==> config.mk <==
export PLATFORM = sky130hd
export DESIGN_NAME = gated_sixteen_bit_counter
export DESIGN_NICKNAME = d
export VERILOG_FILES = /design/src/rtl/timer_gate_pkg.sv /design/src/rtl/gate_link_if.sv /design/src/rtl/clock_select.sv /design/src/rtl/gate_unit.sv /design/src/rtl/gated_sixteen_bit_counter.sv
export VERILOG_INCLUDE_DIRS = /design/src /design/src/rtl
export SDC_FILE = /design/constraint.sdc
export NUM_CORES = 1
export LEC_CHECK = 0
export BUFFER_PORTS_ARGS = -buffer_cell sky130_fd_sc_hd__buf_2
export CORE_UTILIZATION = 56
export DETAILED_ROUTE_END_ITERATION = 8
export PLACE_DENSITY = 0.84
export SLEW_MARGIN = 20
export SYNTH_ARGS = -nofsm -noshare
export SYNTH_HDL_FRONTEND = slang
export SYNTH_HIERARCHICAL = 1
export SYNTH_SLANG_ARGS = --single-unit
==> constraint.sdc <==
create_clock -name mclk -period 4.2 [get_ports mclk]
set_input_delay 0.63 -clock mclk [delete_from_list [all_inputs] [get_ports mclk]]
set_output_delay 0.63 -clock mclk [all_outputs]
set_load 0.02 [all_outputs]
==> src/rtl/timer_gate_defs.svh <==
// Constants for the gated sixteen-bit counter
`ifndef TIMER_GATE_DEFS_SVH
`define TIMER_GATE_DEFS_SVH
`define CS_INSTR 2'h0
`define CS_SYSTEM 2'h1
`define CS_EXTERNAL 2'h2
`define CS_LFOSC 2'h3
`define GS_PIN 2'h0
`define GS_COMPANION 2'h1
`define GS_PERIOD 2'h2
`define GS_RESERVED 2'h3
`define INSTR_DIV 2'h3
`define COUNT_RESET 16'h0000
`define COUNT_MAX 16'hffff
`define COMPANION_MAX 8'hff
`define COMPANION_ZERO 8'h00
`endif

==> src/rtl/timer_gate_pkg.sv <==
// Types for the gated sixteen-bit counter
package timer_gate_pkg;
  typedef enum logic [2:0] {
    sp_idle = 3'b001,
    sp_wait = 3'b010,
    sp_run = 3'b100
  } single_pulse_state_t;
endpackage : timer_gate_pkg

==> src/rtl/gate_link_if.sv <==
// Gate and tick signals shared between counter modules
`timescale 1ns/1ps
interface gate_link_if;
  logic tick;
  logic gate_level;
  logic count_enable;
  logic gate_fall;
  modport gate (input tick, output gate_level, output count_enable,
                output gate_fall);
  modport core (output tick, input gate_level, input count_enable,
                input gate_fall);
endinterface : gate_link_if

==> src/rtl/clock_select.sv <==
// Counter clock selection and prescaler
`timescale 1ns/1ps
`include "timer_gate_defs.svh"
module clock_select (
  // Clock and reset
  input wire logic mclk,
  input wire logic reset_n,
  // Configuration
  input wire logic [1:0] clock_source_select,
  input wire logic [1:0] prescale_select,
  input wire logic ext_clock_sync_bypass,
  input wire logic prescale_clear,
  // Clock sources
  input wire logic ext_clock_pin,
  input wire logic low_freq_internal_osc,
  // Result
  output logic tick
);
  logic [1:0] instr_div;
  logic [2:0] prescale;
  logic ext_prev;
  logic lf_prev;
  logic raw_tick;
  logic [2:0] mask;

  always_ff @(posedge mclk) begin
    if (!reset_n) begin
      instr_div <= 2'h0;
      ext_prev <= 1'b0;
      lf_prev <= 1'b0;
    end else begin
      instr_div <= instr_div + 2'h1;
      ext_prev <= ext_clock_pin;
      lf_prev <= low_freq_internal_osc;
    end
  end

  // Bypass uses the edge straight from the pin, sync adds a stage
  logic ext_sync_prev;
  logic ext_edge;
  always_ff @(posedge mclk) begin
    if (!reset_n) begin
      ext_sync_prev <= 1'b0;
    end else begin
      ext_sync_prev <= ext_prev;
    end
  end
  assign ext_edge = ext_clock_sync_bypass
                  ? (ext_clock_pin & ~ext_prev)
                  : (ext_prev & ~ext_sync_prev);

  always_comb begin
    case (clock_source_select)
      `CS_INSTR: raw_tick = (instr_div == `INSTR_DIV);
      `CS_SYSTEM: raw_tick = 1'b1;
      `CS_EXTERNAL: raw_tick = ext_edge;
      default: raw_tick = low_freq_internal_osc & ~lf_prev;
    endcase
  end

  assign mask = {prescale_select[1] & prescale_select[0], prescale_select[1],
                 prescale_select[1] | prescale_select[0]};

  always_ff @(posedge mclk) begin
    if (!reset_n || prescale_clear) begin
      prescale <= 3'h0;
      tick <= 1'b0;
    end else begin
      tick <= raw_tick && ((prescale & mask) == mask);
      if (raw_tick) begin
        prescale <= prescale + 3'h1;
      end
    end
  end
endmodule : clock_select

==> src/rtl/gate_unit.sv <==
// Gate source, polarity, toggle and single-pulse logic
`timescale 1ns/1ps
`include "timer_gate_defs.svh"
module gate_unit (
  // Clock and reset
  input wire logic mclk,
  input wire logic reset_n,
  // Configuration
  input wire logic timer_on_bit,
  input wire logic gate_enable_bit,
  input wire logic gate_polarity_bit,
  input wire logic gate_toggle_bit,
  input wire logic gate_single_pulse_bit,
  input wire logic [1:0] gate_source_select,
  input wire logic arm_set,
  input wire logic arm_clear,
  output logic single_pulse_arm_bit,
  // Gate sources
  input wire logic gate_pin,
  input wire logic companion_wrap,
  input wire logic period_match,
  // Link to core
  gate_link_if.gate link
);
  logic source;
  logic source_prev;
  logic toggle_ff;
  logic gate_pre;
  logic gate_prev;
  logic gate_rise;
  timer_gate_pkg::single_pulse_state_t sp_state;

  always_comb begin
    case (gate_source_select)
      `GS_PIN: source = gate_pin;
      `GS_COMPANION: source = companion_wrap;
      `GS_PERIOD: source = period_match;
      default: source = 1'b0;
    endcase
  end

  always_ff @(posedge mclk) begin
    if (!reset_n) begin
      source_prev <= 1'b0;
    end else begin
      source_prev <= source;
    end
  end

  // Toggle flip-flop on rising edge of polarity-corrected source
  always_ff @(posedge mclk) begin
    if (!reset_n || !gate_toggle_bit || !timer_on_bit) begin
      toggle_ff <= 1'b0;
    end else if ((source ^ ~gate_polarity_bit) &&
                 !(source_prev ^ ~gate_polarity_bit)) begin
      toggle_ff <= ~toggle_ff;
    end
  end

  assign gate_pre = gate_toggle_bit ? toggle_ff
                                    : (source ^ ~gate_polarity_bit);

  always_ff @(posedge mclk) begin
    if (!reset_n) begin
      gate_prev <= 1'b0;
    end else begin
      gate_prev <= gate_pre;
    end
  end
  assign gate_rise = gate_pre & ~gate_prev;

  // Single-pulse: arm, wait for rising gate, run until falling
  always_ff @(posedge mclk) begin
    if (!reset_n) begin
      sp_state <= timer_gate_pkg::sp_idle;
      single_pulse_arm_bit <= 1'b0;
    end else begin
      case (sp_state)
        timer_gate_pkg::sp_idle: begin
          if (arm_set && gate_single_pulse_bit) begin
            single_pulse_arm_bit <= 1'b1;
            sp_state <= timer_gate_pkg::sp_wait;
          end
        end
        timer_gate_pkg::sp_wait: begin
          if (arm_clear) begin
            single_pulse_arm_bit <= 1'b0;
            sp_state <= timer_gate_pkg::sp_idle;
          end else if (gate_rise) begin
            sp_state <= timer_gate_pkg::sp_run;
          end
        end
        timer_gate_pkg::sp_run: begin
          if (!gate_pre || arm_clear) begin
            single_pulse_arm_bit <= 1'b0;
            sp_state <= timer_gate_pkg::sp_idle;
          end
        end
        default: begin
          sp_state <= timer_gate_pkg::sp_idle;
          single_pulse_arm_bit <= 1'b0;
        end
      endcase
    end
  end

  logic level;
  logic level_prev;
  assign level = gate_single_pulse_bit
               ? (gate_pre && (sp_state == timer_gate_pkg::sp_run ||
                  (sp_state == timer_gate_pkg::sp_wait && gate_rise)))
               : gate_pre;

  always_ff @(posedge mclk) begin
    if (!reset_n) begin
      level_prev <= 1'b0;
    end else begin
      level_prev <= level;
    end
  end

  assign link.gate_level = level;
  assign link.gate_fall = level_prev & ~level;
  assign link.count_enable = timer_on_bit &&
                             (!gate_enable_bit || level);
endmodule : gate_unit

==> src/rtl/gated_sixteen_bit_counter.sv <==
// Gated sixteen-bit timer/counter top level
`timescale 1ns/1ps
`include "timer_gate_defs.svh"
module gated_sixteen_bit_counter #(
  parameter int COUNT_WIDTH = 16
) (
  // Clock and reset
  input wire logic mclk,
  input wire logic reset_n,
  // Control
  input wire logic timer_on_bit,
  input wire logic [1:0] clock_source_select,
  input wire logic [1:0] prescale_select,
  input wire logic secondary_osc_enable,
  input wire logic ext_clock_sync_bypass,
  input wire logic gate_enable_bit,
  input wire logic gate_polarity_bit,
  input wire logic gate_toggle_bit,
  input wire logic gate_single_pulse_bit,
  input wire logic [1:0] gate_source_select,
  input wire logic arm_set,
  input wire logic arm_clear,
  // Interrupt enables and sleep
  input wire logic overflow_irq_enable,
  input wire logic gate_event_irq_enable,
  input wire logic peripheral_irq_enable,
  input wire logic global_irq_enable,
  input wire logic sleep_mode,
  // Count byte access
  input wire logic count_low_write,
  input wire logic count_high_write,
  input wire logic [7:0] write_data,
  input wire logic overflow_flag_clear,
  input wire logic gate_event_flag_clear,
  // Pins and peer events
  input wire logic ext_clock_pin,
  input wire logic low_freq_internal_osc,
  input wire logic gate_pin,
  input wire logic [7:0] companion_eight_bit_count,
  input wire logic companion_increment,
  input wire logic period_match,
  input wire logic capture_event,
  input wire logic compare_enable,
  input wire logic special_event_trigger,
  // Status
  output logic [7:0] count_low_byte,
  output logic [7:0] count_high_byte,
  output logic [COUNT_WIDTH-1:0] capture_compare_value,
  output logic compare_match,
  output logic single_pulse_arm_bit,
  output logic gate_level_status,
  output logic overflow_flag,
  output logic gate_event_flag,
  output logic irq_request,
  output logic wake_request,
  output logic secondary_osc_run
);
  gate_link_if link ();
  logic [COUNT_WIDTH-1:0] count;
  logic count_write;
  logic run_ok;
  logic companion_wrap;
  logic arm_raw;
  logic increment;
  logic rollover;

  assign count_write = count_low_write | count_high_write;
  assign companion_wrap = companion_increment &&
                          (companion_eight_bit_count == `COMPANION_MAX);

  // Only unsynchronized external clocking survives sleep
  assign run_ok = !sleep_mode ||
                  (ext_clock_sync_bypass &&
                   clock_source_select == `CS_EXTERNAL);

  clock_select u_clock (
    .mclk(mclk),
    .reset_n(reset_n),
    .clock_source_select(clock_source_select),
    .prescale_select(prescale_select),
    .ext_clock_sync_bypass(ext_clock_sync_bypass),
    .prescale_clear(count_write),
    .ext_clock_pin(ext_clock_pin),
    .low_freq_internal_osc(low_freq_internal_osc),
    .tick(link.tick)
  );

  gate_unit u_gate (
    .mclk(mclk),
    .reset_n(reset_n),
    .timer_on_bit(timer_on_bit),
    .gate_enable_bit(gate_enable_bit),
    .gate_polarity_bit(gate_polarity_bit),
    .gate_toggle_bit(gate_toggle_bit),
    .gate_single_pulse_bit(gate_single_pulse_bit),
    .gate_source_select(gate_source_select),
    .arm_set(arm_set),
    .arm_clear(arm_clear),
    .single_pulse_arm_bit(arm_raw),
    .gate_pin(gate_pin),
    .companion_wrap(companion_wrap),
    .period_match(period_match),
    .link(link)
  );

  assign increment = link.tick && link.count_enable && run_ok;
  assign rollover = increment &&
                    (count == COUNT_WIDTH'(`COUNT_MAX));

  // Count register: byte writes beat special trigger clear
  always_ff @(posedge mclk) begin
    if (!reset_n) begin
      count <= COUNT_WIDTH'(`COUNT_RESET);
    end else if (count_low_write) begin
      count[7:0] <= write_data;
    end else if (count_high_write) begin
      count[15:8] <= write_data;
    end else if (special_event_trigger) begin
      count <= COUNT_WIDTH'(`COUNT_RESET);
    end else if (increment) begin
      count <= count + COUNT_WIDTH'(1);
    end
  end

  // Byte views are registered so each read is a clean value
  always_ff @(posedge mclk) begin
    if (!reset_n) begin
      count_low_byte <= 8'h00;
      count_high_byte <= 8'h00;
    end else begin
      count_low_byte <= count[7:0];
      count_high_byte <= count[15:8];
    end
  end

  // Capture copy and compare equality
  always_ff @(posedge mclk) begin
    if (!reset_n) begin
      capture_compare_value <= COUNT_WIDTH'(`COUNT_RESET);
      compare_match <= 1'b0;
    end else begin
      if (capture_event) begin
        capture_compare_value <= count;
      end
      compare_match <= compare_enable &&
                       (count == capture_compare_value);
    end
  end

  // Status resynchronised onto the register side
  always_ff @(posedge mclk) begin
    if (!reset_n) begin
      gate_level_status <= 1'b0;
      single_pulse_arm_bit <= 1'b0;
      secondary_osc_run <= 1'b0;
    end else begin
      gate_level_status <= link.gate_level;
      single_pulse_arm_bit <= arm_raw;
      secondary_osc_run <= secondary_osc_enable;
    end
  end

  // Sticky flags: hardware set wins over software clear
  always_ff @(posedge mclk) begin
    if (!reset_n) begin
      overflow_flag <= 1'b0;
    end else if (rollover && !special_event_trigger && !count_write) begin
      overflow_flag <= 1'b1;
    end else if (overflow_flag_clear) begin
      overflow_flag <= 1'b0;
    end
  end

  always_ff @(posedge mclk) begin
    if (!reset_n) begin
      gate_event_flag <= 1'b0;
    end else if (link.gate_fall) begin
      gate_event_flag <= 1'b1;
    end else if (gate_event_flag_clear) begin
      gate_event_flag <= 1'b0;
    end
  end

  logic ovf_pending;
  logic gate_pending;
  assign ovf_pending = overflow_flag && overflow_irq_enable && timer_on_bit;
  assign gate_pending = gate_event_flag && gate_event_irq_enable;

  always_ff @(posedge mclk) begin
    if (!reset_n) begin
      irq_request <= 1'b0;
      wake_request <= 1'b0;
    end else begin
      irq_request <= (ovf_pending || gate_pending) &&
                     peripheral_irq_enable && global_irq_enable;
      wake_request <= sleep_mode && peripheral_irq_enable &&
                      (ovf_pending || gate_pending);
    end
  end
endmodule : gated_sixteen_bit_counter

# [Word-level counts from Yosys, hierarchy flattened]
# Cells that the tools add are included.
[totals] ram_bits=0 n_memories=0 ff_bits=72 romBits=0 latch_bits=0 inputBits=50 out_inout_bits=40
[classes] bitwise=19 mux=23 magnitude_cmp=0 addsub=3 n_mul=0 n_shift=0 n_reduce_logical=48 n_div=0 n_eq_ne=17
[ops] op="16-bit 2-to-1 mux" count=2
[ops] op="8-bit 2-to-1 mux" count=3
[ops] op="1-bit logical AND" count=21
[ops] op="16-bit by 1-bit adder with 16-bit output, second input constant" count=1
[ops] op="16-bit equality test" count=1
[ops] op="16-bit equality test, second input constant" count=1
[ops] op="3-bit 2-to-1 mux" count=4
[ops] op="1-bit 2-to-1 mux" count=10
[ops] op="1-bit logical NOT" count=9
[ops] op="1-bit one-hot mux with 3 select lines" count=3
[ops] op="3-bit one-hot mux with 3 select lines" count=1
[ops] op="8-bit equality test, second input constant" count=1
[ops] op="1-bit logical OR" count=8
[ops] op="1-bit inverter" count=8
[ops] op="1-bit AND" count=6
[ops] op="2-bit equality test, second input constant" count=3
[ops] op="3-bit AND reduction" count=2
[ops] op="3-bit nonzero test" count=2
[ops] op="2-bit by 1-bit equality test with 1-bit output, second input constant" count=2
[ops] op="2-bit logical NOT" count=2
[ops] op="2-bit by 1-bit inequality test with 1-bit output, second input constant" count=2
[ops] op="2-bit inequality test, second input constant" count=2
[ops] op="2-bit AND reduction" count=2
[ops] op="2-bit nonzero test" count=2
[ops] op="other kinds (10)" count=12

# [Logic depth before layout (Yosys ltp)]
# Gate-level depths: netlist of the first run.
[logic_depth] ltp_word=18 mapped_depth=12 ltp_nobuf=11

# [Hierarchy]
# Netlist of the first run, hierarchy kept.
[modules_own_cells] mod="gated_sixteen_bit_counter" area_each_um2=2572.5 instances=1 cells_each=274
[modules_own_cells] mod="gate_unit" area_each_um2=548.0 instances=1 cells_each=59
[modules_own_cells] mod="clock_select" area_each_um2=416.6 instances=1 cells_each=40

# [Worst setup path before layout of the first run]
# Ideal clock, no wire load.
[synth_path] path_type="in2reg" start="input port companion_eight_bit_count[7]" end="register count[15]" t_required_ns=4.082 path_stages=11 setup_time_ns=0.118 setup_slack_ns=1.745 n_path_buf=0 arrival_time_ns=2.337 path_cell_list="nand4_1 nor3_1 nor2b_1 xnor2_1 o211ai_1 o22ai_2 nand2_1 a211o_1 o21ai_1 o21ai_0 o2bb2ai_1"
[synth_between] elab_chain_len=16
[synth_lines] element="start: declaration" line_no="gated_sixteen_bit_counter.sv:39" rtl="input wire logic [7:0] companion_eight_bit_count,"
[synth_lines] element="8-bit equality test (no line) (*)"
[synth_lines] element="1-bit logical AND (*)" line_no="gated_sixteen_bit_counter.sv:68" rtl="assign companion_wrap = companion_increment &&"
[synth_lines] element="net companion_wrap" line_no="gated_sixteen_bit_counter.sv:62" rtl="logic companion_wrap;"
[synth_lines] element="1-bit one-hot mux with 3 select lines (*)" line_no="gate_unit.sv:34" rtl="case (gate_source_select)"
[synth_lines] element="1-bit bitwise XOR (*)" line_no="gate_unit.sv:61" rtl=": (source ^ ~gate_polarity_bit);"
[synth_lines] element="1-bit 2-to-1 mux (*)" line_no="gate_unit.sv:60" rtl="assign gate_pre = gate_toggle_bit ? toggle_ff"
[synth_lines] element="1-bit AND" line_no="gate_unit.sv:70" rtl="assign gate_rise = gate_pre & ~gate_prev;"
[synth_lines] element="1-bit logical AND" line_no="gate_unit.sv:111" rtl="(sp_state == timer_gate_pkg::sp_wait && gate_rise)))"
[synth_lines] element="1-bit logical OR" line_no="gate_unit.sv:110" rtl="? (gate_pre && (sp_state == timer_gate_pkg::sp_run ||"
[synth_lines] element="1-bit logical AND" line_no="gate_unit.sv:110"
[synth_lines] element="1-bit 2-to-1 mux (*)" line_no="gate_unit.sv:110"
[synth_lines] element="1-bit logical OR (*)" line_no="gate_unit.sv:125" rtl="(!gate_enable_bit || level);"
[synth_lines] element="1-bit logical AND (*)" line_no="gate_unit.sv:124" rtl="assign link.count_enable = timer_on_bit &&"
[synth_lines] element="net link.count_enable" line_no="gate_link_if.sv:6" rtl="logic count_enable;"
[synth_lines] element="1-bit logical AND (*) (2 in series)" line_no="gated_sixteen_bit_counter.sv:106" rtl="assign increment = link.tick && link.count_enable && run_ok;"
[synth_lines] element="3-bit nonzero test (no line) (*)"
[synth_lines] element="2-bit AND reduction (no line) (*)"
[synth_lines] element="end signal: assignment" line_no="gated_sixteen_bit_counter.sv:113" rtl="count <= COUNT_WIDTH'(`COUNT_RESET);"
[synth_lines] element="end signal: assignment" line_no="gated_sixteen_bit_counter.sv:117" rtl="count[15:8] <= write_data;"
[synth_lines] element="end signal: assignment" line_no="gated_sixteen_bit_counter.sv:119" rtl="count <= COUNT_WIDTH'(`COUNT_RESET);"
[synth_lines] element="end: declaration" line_no="gated_sixteen_bit_counter.sv:59" rtl="logic [COUNT_WIDTH-1:0] count;"
# The timed path passes the listed nets; every way through them passes the cells marked *.
# A chain may end at the register's enable or synchronous reset.

# [Final worst setup path of the first run]
[layout_path] start="input port companion_eight_bit_count[7]" end="register count[0]"
# Same word-level chain as after synthesis.

==> metrics.md, run 1 <==
| Metric | Value |
|---|---|
| CTS resizes | 0 |
| Final min period | 2.57 ns |
| Crit path required time | 4.45 ns |
| Vias per cell | 5.69 |
| Final TNS setup | 0 ns |
| Leading area contributor after synthesis | dfxtp_1 |
| Synthesized area | ~3500 um2 |
| Status | finished, final reports clean |
| Gp weighted congestion | between 0.8 and 0.9 |
| RSZ-0062 raised after global routing | no |
| I/O Buffers | between 80 and 90 |
| Clock Latency Late Sink | 0.35 ns |
| Slew margin rel. | 60.8% |
| Global-route wire length before repair | 13.0 mm |
| TritonCTS Buffers | 9 |
| #FFs+latches synth | 73 |
| CP max FO | 16 |
| Final #Nets | 503 |
| Hold Path Cell Cnt | 1 |
| Final hold slack | between 0.4 and 0.5 ns |
| ANT cells | 0 |
| Most used DFF post-synth | dfxtp_1 |
| Mapped Nets | 426 |
| Die Height | around 81 um |
| Max_cap viols | 0 |
| Ys Warns | 6 |
| Initial antenna violation count | 0 |
| Remaining DRCs | 0 |
| Crit share post-route | about three fifths |
| Core ar. | 5990 um2 |
| Ys async rst share | 0% |
| Pin count of the biggest net entering global routing | 44 |
| Fin area | approximately 4200 um2 |
| Worst Skew | roughly 0.0061 ns |
| Hold Crit Class | reg2reg |
| Non-filler cells, final | 530 |
| Met1 wire length | 3.53 mm |
| Peak supply drop | 0.295 mV |
| Worst Setup Start Kind | input port |
| CP max stage cell | a211o_1 |
| R2R cell count | 9 |
| Vias in the first global route | 2816 |
| CP Cell Sequence | buf_2 -> nand4_1 -> nor3_1 -> nor2b_1 -> xnor2_1 -> o211ai_1 -> o22ai_2 -> nand2_1 -> a211oi_1 -> a211o_1 -> o311ai_0 -> o211a_1 |
| FP Rows | 28 |
| Fmax achieved | ~0.4 GHz |
| Root buf cell | clkbuf_8 |
| Wire length on met3 | 627 um |
| Area after DPL | 3970 um2 |
| Final wirelength | ~8.2 mm |
| Slowest stage delay, CP | 0.40 ns |
| Top-area cell type share of the netlist area | 41.3% |
| Num Clock Sinks | 73 |
| Arrival time of the worst setup path | between 2 and 3 ns |
| Fin. Hold Viols | 0 |
| Share of cells above drive strength 1 | 27.0% |
| Pwr/cell area | 397 nW/um2 |
| Die Width | 81.5 um |
| Die ar. | ~6600 um2 |
| Final Max Slew Viols | 0 |
| CTS tree | yes |
| Routed wire length per instance | about 16 um |
| Detail Route met2 WL | 3.91 mm |
| Crit path capture type | flip-flop |
| Io pins | 90 |
| Setup CP Type | in2reg |
| Post-route ant nets | 0 |
| Hpwl dp | 5.73 mm |
| Number of enable flip-flop cells after synthesis | 0 |
| First-pass iteration count of the detailed router | 4 |
| Cts-stage hold buffer count | 0 |
| Final global-route overflow total | 0 |
| Post-CTS repair timing setup buffer count | 0 |
| Top sig layer | met4 |
| Largest cells by area after synthesis | dfxtp_1 (41%), mux2i_1 (5.9%), xnor2_1 (5.0%) |
| Starting Density | 59.0% |
| Synthesis-to-layout area growth | 19.2% |
| Seq/Total Area, Yosys | between 40 and 50% |
| Average instance area after synthesis | 9.48 um2 |
| Clock buffer depth | 2 |
| Pleak | 0.00182 uW |
| Least-Margin Pin Slew | between 0.5 and 0.6 ns |
| Clock Pin Slew Worst Setup and Hold Paths | 0.07 ns |
| Placed cell count | 514 |
| Initial DRC Count | 136 |
| Setup-failing EPs final | 0 |
| Unique masters post-synth | 65 |
| Fillers | about 480 |
| Vias | roughly 3000 |
| H-tree levels | 3 |
| Mapped Cells | 373 |
| All-Layer GR Usage | a little over a quarter |
through the flow:
step | setup WS (ns) | util [%] | power (uW)
floorplan | 1.74 | - | 936
global placement | 1.41 | 66.3 | 1000
detailed placement | 1.31 | 66.3 | 1010
CTS | 1.64 | 70.4 | 1680
global route | 1.32 | 70.4 | 1730
finish | 1.63 | 70.4 | 1670
layout by cell type, fill, tap and decap left out, types with 3 or more instances in the layout:
cell type  count
buf_2         89
dfxtp_1       73
and2_1        27
nor2b_1       23
mux2i_1       21
xnor2_1       20
nand2_1       19
o21ai_0       15
nor2_1        11
a21oi_1       11
nand3_1       10
clkbuf_8      10
nand4_1        8
a22oi_1        7
nand2b_1       7
nor3_1         6
inv_1          6
nand3b_1       5
xor2_1         5
o21a_1         5
and4_1         4
a31oi_1        4
o211a_1        3
o21ai_1        3
nor4_1         3
ha_1           3
bufinv_16      3
and2_2         3
final cells by class:
type                       count  area, um2  area share (%)
tap                           75       93.8            2.23
inverter                       6       22.5           0.534
clock inverter                 4       98.8            2.34
sequential                    73       1460            34.7
timing repair buffer          90        453            10.7
multi-input combinational    270       1940            46.0
clock buffer                  12        145            3.44
cell families after synthesis:
group / count (synthesis) / synth area share [%]
DFF: 73 / 41.3
xor gates and xnor gates: 25 / 6.19
AOI/OAI and AO/OA: 75 / 16.0
muxes: 23 / 6.72
adders and majority gates: 3 / 1.06
and+or+nand+nor: 144 / 24.9
buffers and inverters: 30 / 3.82
where the power goes:
part / internal (uW) / switching, uW / total (uW) / leakage [uW]
logic: 105 / 119 / 223 / 0.00110
registers: 728 / 46.4 / 775 / 0.000597
clock network: 414 / 261 / 674 / 0.000121
cell usage after synthesis (3+ instances only):
cell type,instances
nor2_1,11
a21oi_1,11
nor2b_1,23
o211a_1,3
nor3_1,6
dfxtp_1,73
xor2_1,5
nand3_1,10
clkbuf_1,11
a22oi_1,7
and4_1,4
buf_2,10
o21a_1,5
and2_2,3
nand3b_1,5
a31oi_1,4
xnor2_1,20
nand2_1,19
nor4_1,3
o21ai_0,15
o21ai_1,3
inv_1,6
ha_1,3
mux2i_1,21
nand4_1,8
and2_1,27
nand2b_1,7
per-layer routing:
layer  global-route usage [%]  up-vias
met1                     33.1     1396
li1                         -     1477
met3                     8.56       19
met4                     10.9        0
met5                        0        -
met2                     41.1      123
registers in the layout, indices dropped and copies added, names as in the netlist, 2 cells and up:
| name | count |
|---|---|
| u_clock/prescale | 3 |
| u_clock/instr_div | 2 |
| count_high_byte | 8 |
| u_gate/sp_state | 3 |
| capture_compare_value | 16 |
| count | 16 |
| count_low_byte | 8 |
path summary, 6_finish.rpt:
| check | startpoint | end | slack [ns] |
|---|---|---|---|
| max | companion_eight_bit_count[7] | count[0] | 1.63 |
| min | u_clock/instr_div[0] | u_clock/instr_div[0] | 0.42 |
| max reg2reg | u_gate/sp_state[1] | count[0] | 1.71 |
| min reg2reg | u_clock/instr_div[0] | u_clock/instr_div[0] | 0.42 |
critical path: cells and delay by family:
kind	cells	cell delay (ns)
XOR/XNOR	1	0.21
buffers and inverters	1	0.08
AND/OR/NAND/NOR	4	0.59
AO/OA/AOI/OAI	6	1.30
Power figures use the tool's default switching activity.
==> run 2, diff against run 1 <==
--- a/config.mk
+++ b/config.mk
@@ -7,9 +7,9 @@
 export NUM_CORES = 1
 export LEC_CHECK = 0
 export BUFFER_PORTS_ARGS = -buffer_cell sky130_fd_sc_hd__buf_2
-export CORE_UTILIZATION = 56
+export CORE_UTILIZATION = 53
 export DETAILED_ROUTE_END_ITERATION = 8
-export PLACE_DENSITY = 0.84
+export PLACE_DENSITY = 0.8
 export SLEW_MARGIN = 20
 export SYNTH_ARGS = -nofsm -noshare
 export SYNTH_HDL_FRONTEND = slang
==> constraint.sdc (replaced) <==
create_clock -name mclk -period 2.53 [get_ports mclk]
set_input_delay 0.3795 -clock mclk [delete_from_list [all_inputs] [get_ports mclk]]
set_output_delay 0.3795 -clock mclk [all_outputs]
set_load 0.02 [all_outputs]
==> metrics.md, run 2 (same netlist as run 1, synthesis figures left out) <==
| Metric | Value |
|---|---|
| Gp weighted congestion | 0.866 |
| Area of the multi-input gates | 1940 um2 |
| RSZ-0062 raised after global routing | no |
| FP Rows | 29 |
| TritonCTS Buffers | 9 |
| Setup CP Type | reg2reg |
| CP max FO | 6 |
| Final worst slack | 0.249 ns |
| Final #Nets | 508 |
| Total power | 2640 uW |
| Setup-failing EPs final | 0 |
| Least-Margin Pin Slew | roughly 0.47 ns |
| Final min period | about 2.3 ns |
| Share of cells above drive strength 1 | 28.0% |
| Final hold slack | 0.237 ns |
| Slew margin rel. | 68.5% |
| Vias | between 2000 and 3000 |
| Register area | 1460 um2 |
| Root buf cell | clkbuf_8 |
| Global-route wire length before repair | 13.1 mm |
| Worst r2r src | u_gate/sp_state[1] |
| Num Clock Sinks | 73 |
| Non-filler cells, final | 537 |
| Vias in the first global route | 2815 |
| Pre-CTS setup slack | 0.0177 ns |
| Fillers | 543 |
| HP Start | secondary_osc_enable |
| Peak supply drop | 0.369 mV |
| Worst Setup Start Kind | flip-flop |
| Placed cell count | 521 |
| Worst Skew | slightly above 0.01 ns |
| Status | finished, final reports clean |
| Clock buffer depth | 2 |
| Vias per cell | 5.58 |
| Arrival time of the worst setup path | ~2.5 ns |
| Crit share post-route | 90.2% |
| Hold Crit Class | in2reg |
| Hpwl dp | 5.67 mm |
| ANT cells | 0 |
| Remaining DRCs | 0 |
| Starting Density | 55.4% |
| Most common cell after layout, fill and taps aside | buf_2 |
| Die Height | 83.7 um |
| Commonest non-fill, non-tap cells in the layout | buf_2 (89), dfxtp_1 (73), and2_1 (27) |
| Pin count of the biggest net entering global routing | 68 |
| Final Max Slew Viols | 0 |
| Pleak | 0.00184 uW |
| Max_cap viols | 0 |
| Final global-route overflow total | 0 |
| Die Width | 83.7 um |
| CTS tree | yes |
| Io pins | 90 |
| I/O Buffers | 89 |
| Post-route ant nets | 0 |
| Pwr/cell area | 622 nW/um2 |
| All-Layer GR Usage | between 20% and 30% |
| Routed wire length per instance | 14.6 um |
| Worst Setup SP | u_gate/sp_state[1] |
| Initial antenna violation count | 0 |
| First-pass iteration count of the detailed router | 5 |
| Initial DRC Count | 179 |
| H-tree levels | 3 |
| Clock Pin Slew Worst Setup and Hold Paths | 0.07 ns |
| Fmax achieved | 0.438 GHz |
| Core ar. | 6390 um2 |
| Synthesis-to-layout area growth | 20.2% |
| Clock Latency Late Sink | 0.35 ns |
| Crit path required time | 2.76 ns |
| Cts-stage hold buffer count | 0 |
| Final wirelength | 7.87 mm |
| Final TNS setup | 0 ns |
| Regs by FF count | capture_compare_value x16, count x16 |
| Crit path capture type | flip-flop |
| Fin. Hold Viols | 0 |
| Die ar. | 7000 um2 |
| Post-CTS repair timing setup buffer count | 0 |
[run 2: cell types whose count changed in the layout (fill, tap and decap cells not counted)]
cell	previous run	this run
o21ai_1	3	2
bufinv_16	3	2
clkinvlp_4	0	2
clkinv_2	0	1
buf_4	1	4
buf_12	0	2
clkbuf_8	10	9
inv_6	1	0
o21ai_2	1	2
[run 2: layout make-up]
type                       instances  area share [%]
clock inverter                     5            1.88
sequential                        73            34.4
clock buffer                      11            3.09
timing repair buffer              95            12.1
multi-input combinational        270            45.7
tap                               77            2.27
inverter                           6           0.530
[run 2: path summary, 6_finish.rpt]
| path | to | slack [ns] | cells after the start |
|---|---|---|---|
| max | count[12] | 0.25 | 9 |
| max reg2reg | count[12] | 0.25 | 9 |
| min | secondary_osc_run | 0.24 | 2 |
| min reg2reg | u_clock/instr_div[0] | 0.42 | 1 |
[run 2: timing repair]
action / in CTS / in global routing
hold endpoints to repair: 0 / 0
resized for setup: 0 / 1
endpoints found under the setup margin: 0 / 1
[run 2: power breakdown]
part           switching, uW  internal (uW)  leakage [uW]  total (uW)
clock                    424            554     0.0000995         978
combinational            210            186       0.00114         396
sequential              61.4           1210      0.000597        1270
total                    695           1950       0.00184        2640
[run 2: metal layers]
layer  track usage, %  wire length (um)  vias to the layer above
met5                0                 0                        -
met3             5.74               576                       17
li1                 -                 -                     1495
met1             30.9              3430                     1366
met2             37.2              3680                      119
met4             10.9               174                        0
[run 2: per-stage QoR]
stage | cell area, um2 | util [%]
after floorplan | 3540 | -
after CTS | 4250 | 66.5
final | 4250 | 66.6
after global placement | 4040 | 63.2
after detailed placement | 4040 | 63.2
after global routing | 4250 | 66.6
[run 2: critical path, cell delays in order, from the launching register on]
cell and delay [ns]:
dfxtp_1 0.42, or3b_4 0.43, a31oi_4 0.20, nand2_1 0.09, o22ai_2 0.13, nand2_1 0.09
a211o_1 0.32, o21a_1 0.18, a221oi_1 0.23, nor2_1 0.08
==> run 3, diff against run 2 <==
--- a/config.mk
+++ b/config.mk
@@ -6,10 +6,11 @@
 export SDC_FILE = /design/constraint.sdc
 export NUM_CORES = 1
 export LEC_CHECK = 0
+export ABC_AREA = 1
 export BUFFER_PORTS_ARGS = -buffer_cell sky130_fd_sc_hd__buf_2
 export CORE_UTILIZATION = 53
 export DETAILED_ROUTE_END_ITERATION = 8
-export PLACE_DENSITY = 0.8
+export PLACE_DENSITY = 0.79
 export SLEW_MARGIN = 20
 export SYNTH_ARGS = -nofsm -noshare
 export SYNTH_HDL_FRONTEND = slang
==> metrics.md, run 3 <==
| Metric | Value |
|---|---|
| Pin count of the biggest net entering global routing | 33 |
| CP Cell Sequence | buf_2 -> nand3_1 -> nor3_1 -> nand3_2 -> nand3_2 -> nand2_2 -> nand3_2 -> and2_4 -> nand2_2 -> a21boi_1 -> nand2_1 -> inv_1 -> nand2_1 -> nand2_2 -> nand2_1 -> o21ai_0 -> nor2_1 |
| Setup CP Type | in2reg |
| Vias | between 3000 and 4000 |
| Die Width | 85.3 um |
| All-Layer GR Usage | between 20% and 30% |
| Max_cap viols | 0 |
| GR Layer Usage met2 | between 40 and 50% |
| RSZ-0062 raised after global routing | no |
| ANT cells | 0 |
| Num Clock Sinks | 73 |
| Post-route ant nets | 0 |
| CTS tree | yes |
| First-pass iteration count of the detailed router | 6 |
| Fin. Hold Viols | 0 |
| Seq/Total Area, Yosys | about two fifths |
| Fmax achieved | roughly 0.45 GHz |
| Share of cells above drive strength 1 | 22.6% |
| Top-area cell type share of the netlist area | 39.8% |
| Worst Setup Start Kind | input port |
| CP max FO | 11 |
| Starting Density | 56.3% |
| Final global-route overflow total | 0 |
| Vias per cell | around 5.3 |
| Hold endpoint | secondary_osc_run |
| Crit share post-route | 88.2% |
| #FFs+latches synth | 73 |
| Hpwl dp | 7.01 mm |
| Total power | 2720 uW |
| Cell family with most CP delay | simple AND/OR/NAND/NOR gates |
| Worst r2r src | u_gate/sp_state[1] |
| Peak supply drop | between 0.4 and 0.5 mV |
| Reg2reg end | count[3] |
| Post-CTS repair timing setup buffer count | 0 |
| Worst Skew | approximately 0.011 ns |
| Regs by FF count | capture_compare_value x16, count x16 |
| Count leader, synth | nand2_1 |
| Synthesis-to-layout area growth | 18.1% |
| R2R cell count | 13 |
| Final hold slack | 0.219 ns |
| Synthesized area | 3680 um2 |
| Mapped Cells | 545 |
| Average instance area after synthesis | 6.75 um2 |
| Global-route wire length before repair | 15.7 mm |
| HP Start | secondary_osc_enable |
| CTS resizes | 0 |
| Remaining DRCs | 0 |
| Core ar. | 6530 um2 |
| Number of enable flip-flop cells after synthesis | 0 |
| Grt peak-use layer | met2 |
| Least-Margin Pin Slew | 0.507 ns |
| Clock Latency Late Sink | 0.35 ns |
| Met3 Resource Use GR | 6.13% |
| Arrival time of the worst setup path | 2.48 ns |
| Vias in the first global route | 3562 |
| Fin area | 4340 um2 |
| TritonCTS Buffers | 9 |
| Clock Pin Slew Worst Setup and Hold Paths | 0.08 ns |
| Final #Nets | between 600 and 700 |
| Initial antenna violation count | 0 |
| FP Rows | 29 |
| Final Max Slew Viols | 0 |
| Crit path capture type | flip-flop |
| Worst Setup SP | companion_increment |
| Ys Warns | 6 |
| Commonest non-fill, non-tap cells in the layout | nand2_1 (146), buf_2 (89), inv_1 (84) |
| Clock buffer depth | 2 |
| Die Height | 85.3 um |
| Routed wire length per instance | roughly 13 um |
| Most common cell after layout, fill and taps aside | nand2_1 |
| Met1 Usage GRT | 34.8% |
| Crit path required time | approximately 2.8 ns |
| Pwr/cell area | 626 nW/um2 |
| Initial DRC Count | 229 |
| Ys async rst share | 0% |
| Setup-failing EPs final | 0 |
| I/O Buffers | around 90 |
| Mapped Nets | 598 |
| Leading area contributor after synthesis | dfxtp_1 |
| CP Buf/Inv Count | 2 |
| Unique masters post-synth | 32 |
| Fillers | between 500 and 600 |
| Top cells by count, synth | nand2_1 (146), inv_1 (84), dfxtp_1 (73) |
| Io pins | 90 |
| CP max stage cell | o21ai_0 |
| Status | finished, final reports clean |
| Hold Crit Class | in2reg |
| Flop-to-flop setup slack | between 0.3 and 0.4 ns |
| Final wirelength | 9.35 mm |
| Largest cells by area after synthesis | dfxtp_1 (40%), nand2_1 (15%), inv_1 (8.6%) |
| Pleak | between 0.002 and 0.0025 uW |
| Slowest stage delay, CP | 0.28 ns |
| Hold Path Cell Cnt | 3 |
| Root buf cell | clkbuf_8 |
| Most used DFF post-synth | dfxtp_1 |
| Final min period | 2.23 ns |
| Cts-stage hold buffer count | 0 |
| Die ar. | 7270 um2 |
| Gp weighted congestion | 0.898 |
| Area after DPL | a little over 4000 um2 |
| H-tree levels | 3 |
| Slew margin rel. | 66.2% |
## run 3: cell count changes in the layout (fill, tap and decap cells not counted), moves of 11 or more
| cell | change |
|---|---|
| and2_1 | -27 |
| nand2_1 | +127 |
| nand3_1 | +29 |
| o21ai_0 | +13 |
| a21oi_1 | +25 |
| mux2i_1 | -21 |
| nand2_2 | +11 |
| inv_1 | +78 |
| xnor2_1 | -18 |
| nor2_1 | +43 |
| nor2b_1 | -23 |
## run 3: how the worst max path moves through the flow
stage	cells after the start	end
global placement	17	count[3]
finish	17	count[3]
global route	17	count[3]
detailed placement	17	count[3]
CTS	17	count[3]
floorplan	17	count[3]
## run 3: area by class of cell
type | instances | area (um2) | area share (%)
clock buffer | 11 | 141 | 3.26
clock inverter | 3 | 42.5 | 0.980
inverter | 89 | 334 | 7.69
multi-input combinational | 370 | 1810 | 41.8
sequential | 73 | 1460 | 33.7
tap | 77 | 96.3 | 2.22
timing repair buffer | 90 | 453 | 10.4
## run 3: where the power goes
group,leakage (uW),total [uW],switching (uW),internal [uW]
Sequential,0.000600,1310,75.7,1240
Clock,0.0000913,889,419,470
Combinational,0.00168,515,332,183
## run 3: per-stage QoR
step / utilization (%) / std cells / TNS, ns / worst slack, ns
after floorplan: - / 545 / 0 / 0.400
after global placement: 63.7 / 699 / 0 / 0.147
after detailed placement: 63.7 / 699 / -0.0382 / -0.0382
after CTS: 66.5 / 713 / 0 / 0.330
after global routing: 66.5 / 713 / 0 / 0.0197
final: 66.5 / 713 / 0 / 0.300
## run 3: layer usage
metal,part of all wire (%),up-vias,routed length [um]
met5,0,-,0
met4,1.8,0,167
met3,7.8,19,732
met2,46,153,4300
met1,44,1703,4140
li1,-,1876,-
## run 3: cells by family after synthesis
group	synth area share, %
AND/OR/NAND/NOR	35.6
adder cells (fa/ha/maj)	1.02
flip-flops	39.8
buffers and inverters	10.9
AO/OA/AOI/OAI	11.1
XOR/XNOR	1.67
## run 3: worst min-delay path: stages
cell     delay (ns)
buf_2          0.08
nand2_1        0.04
inv_1          0.04
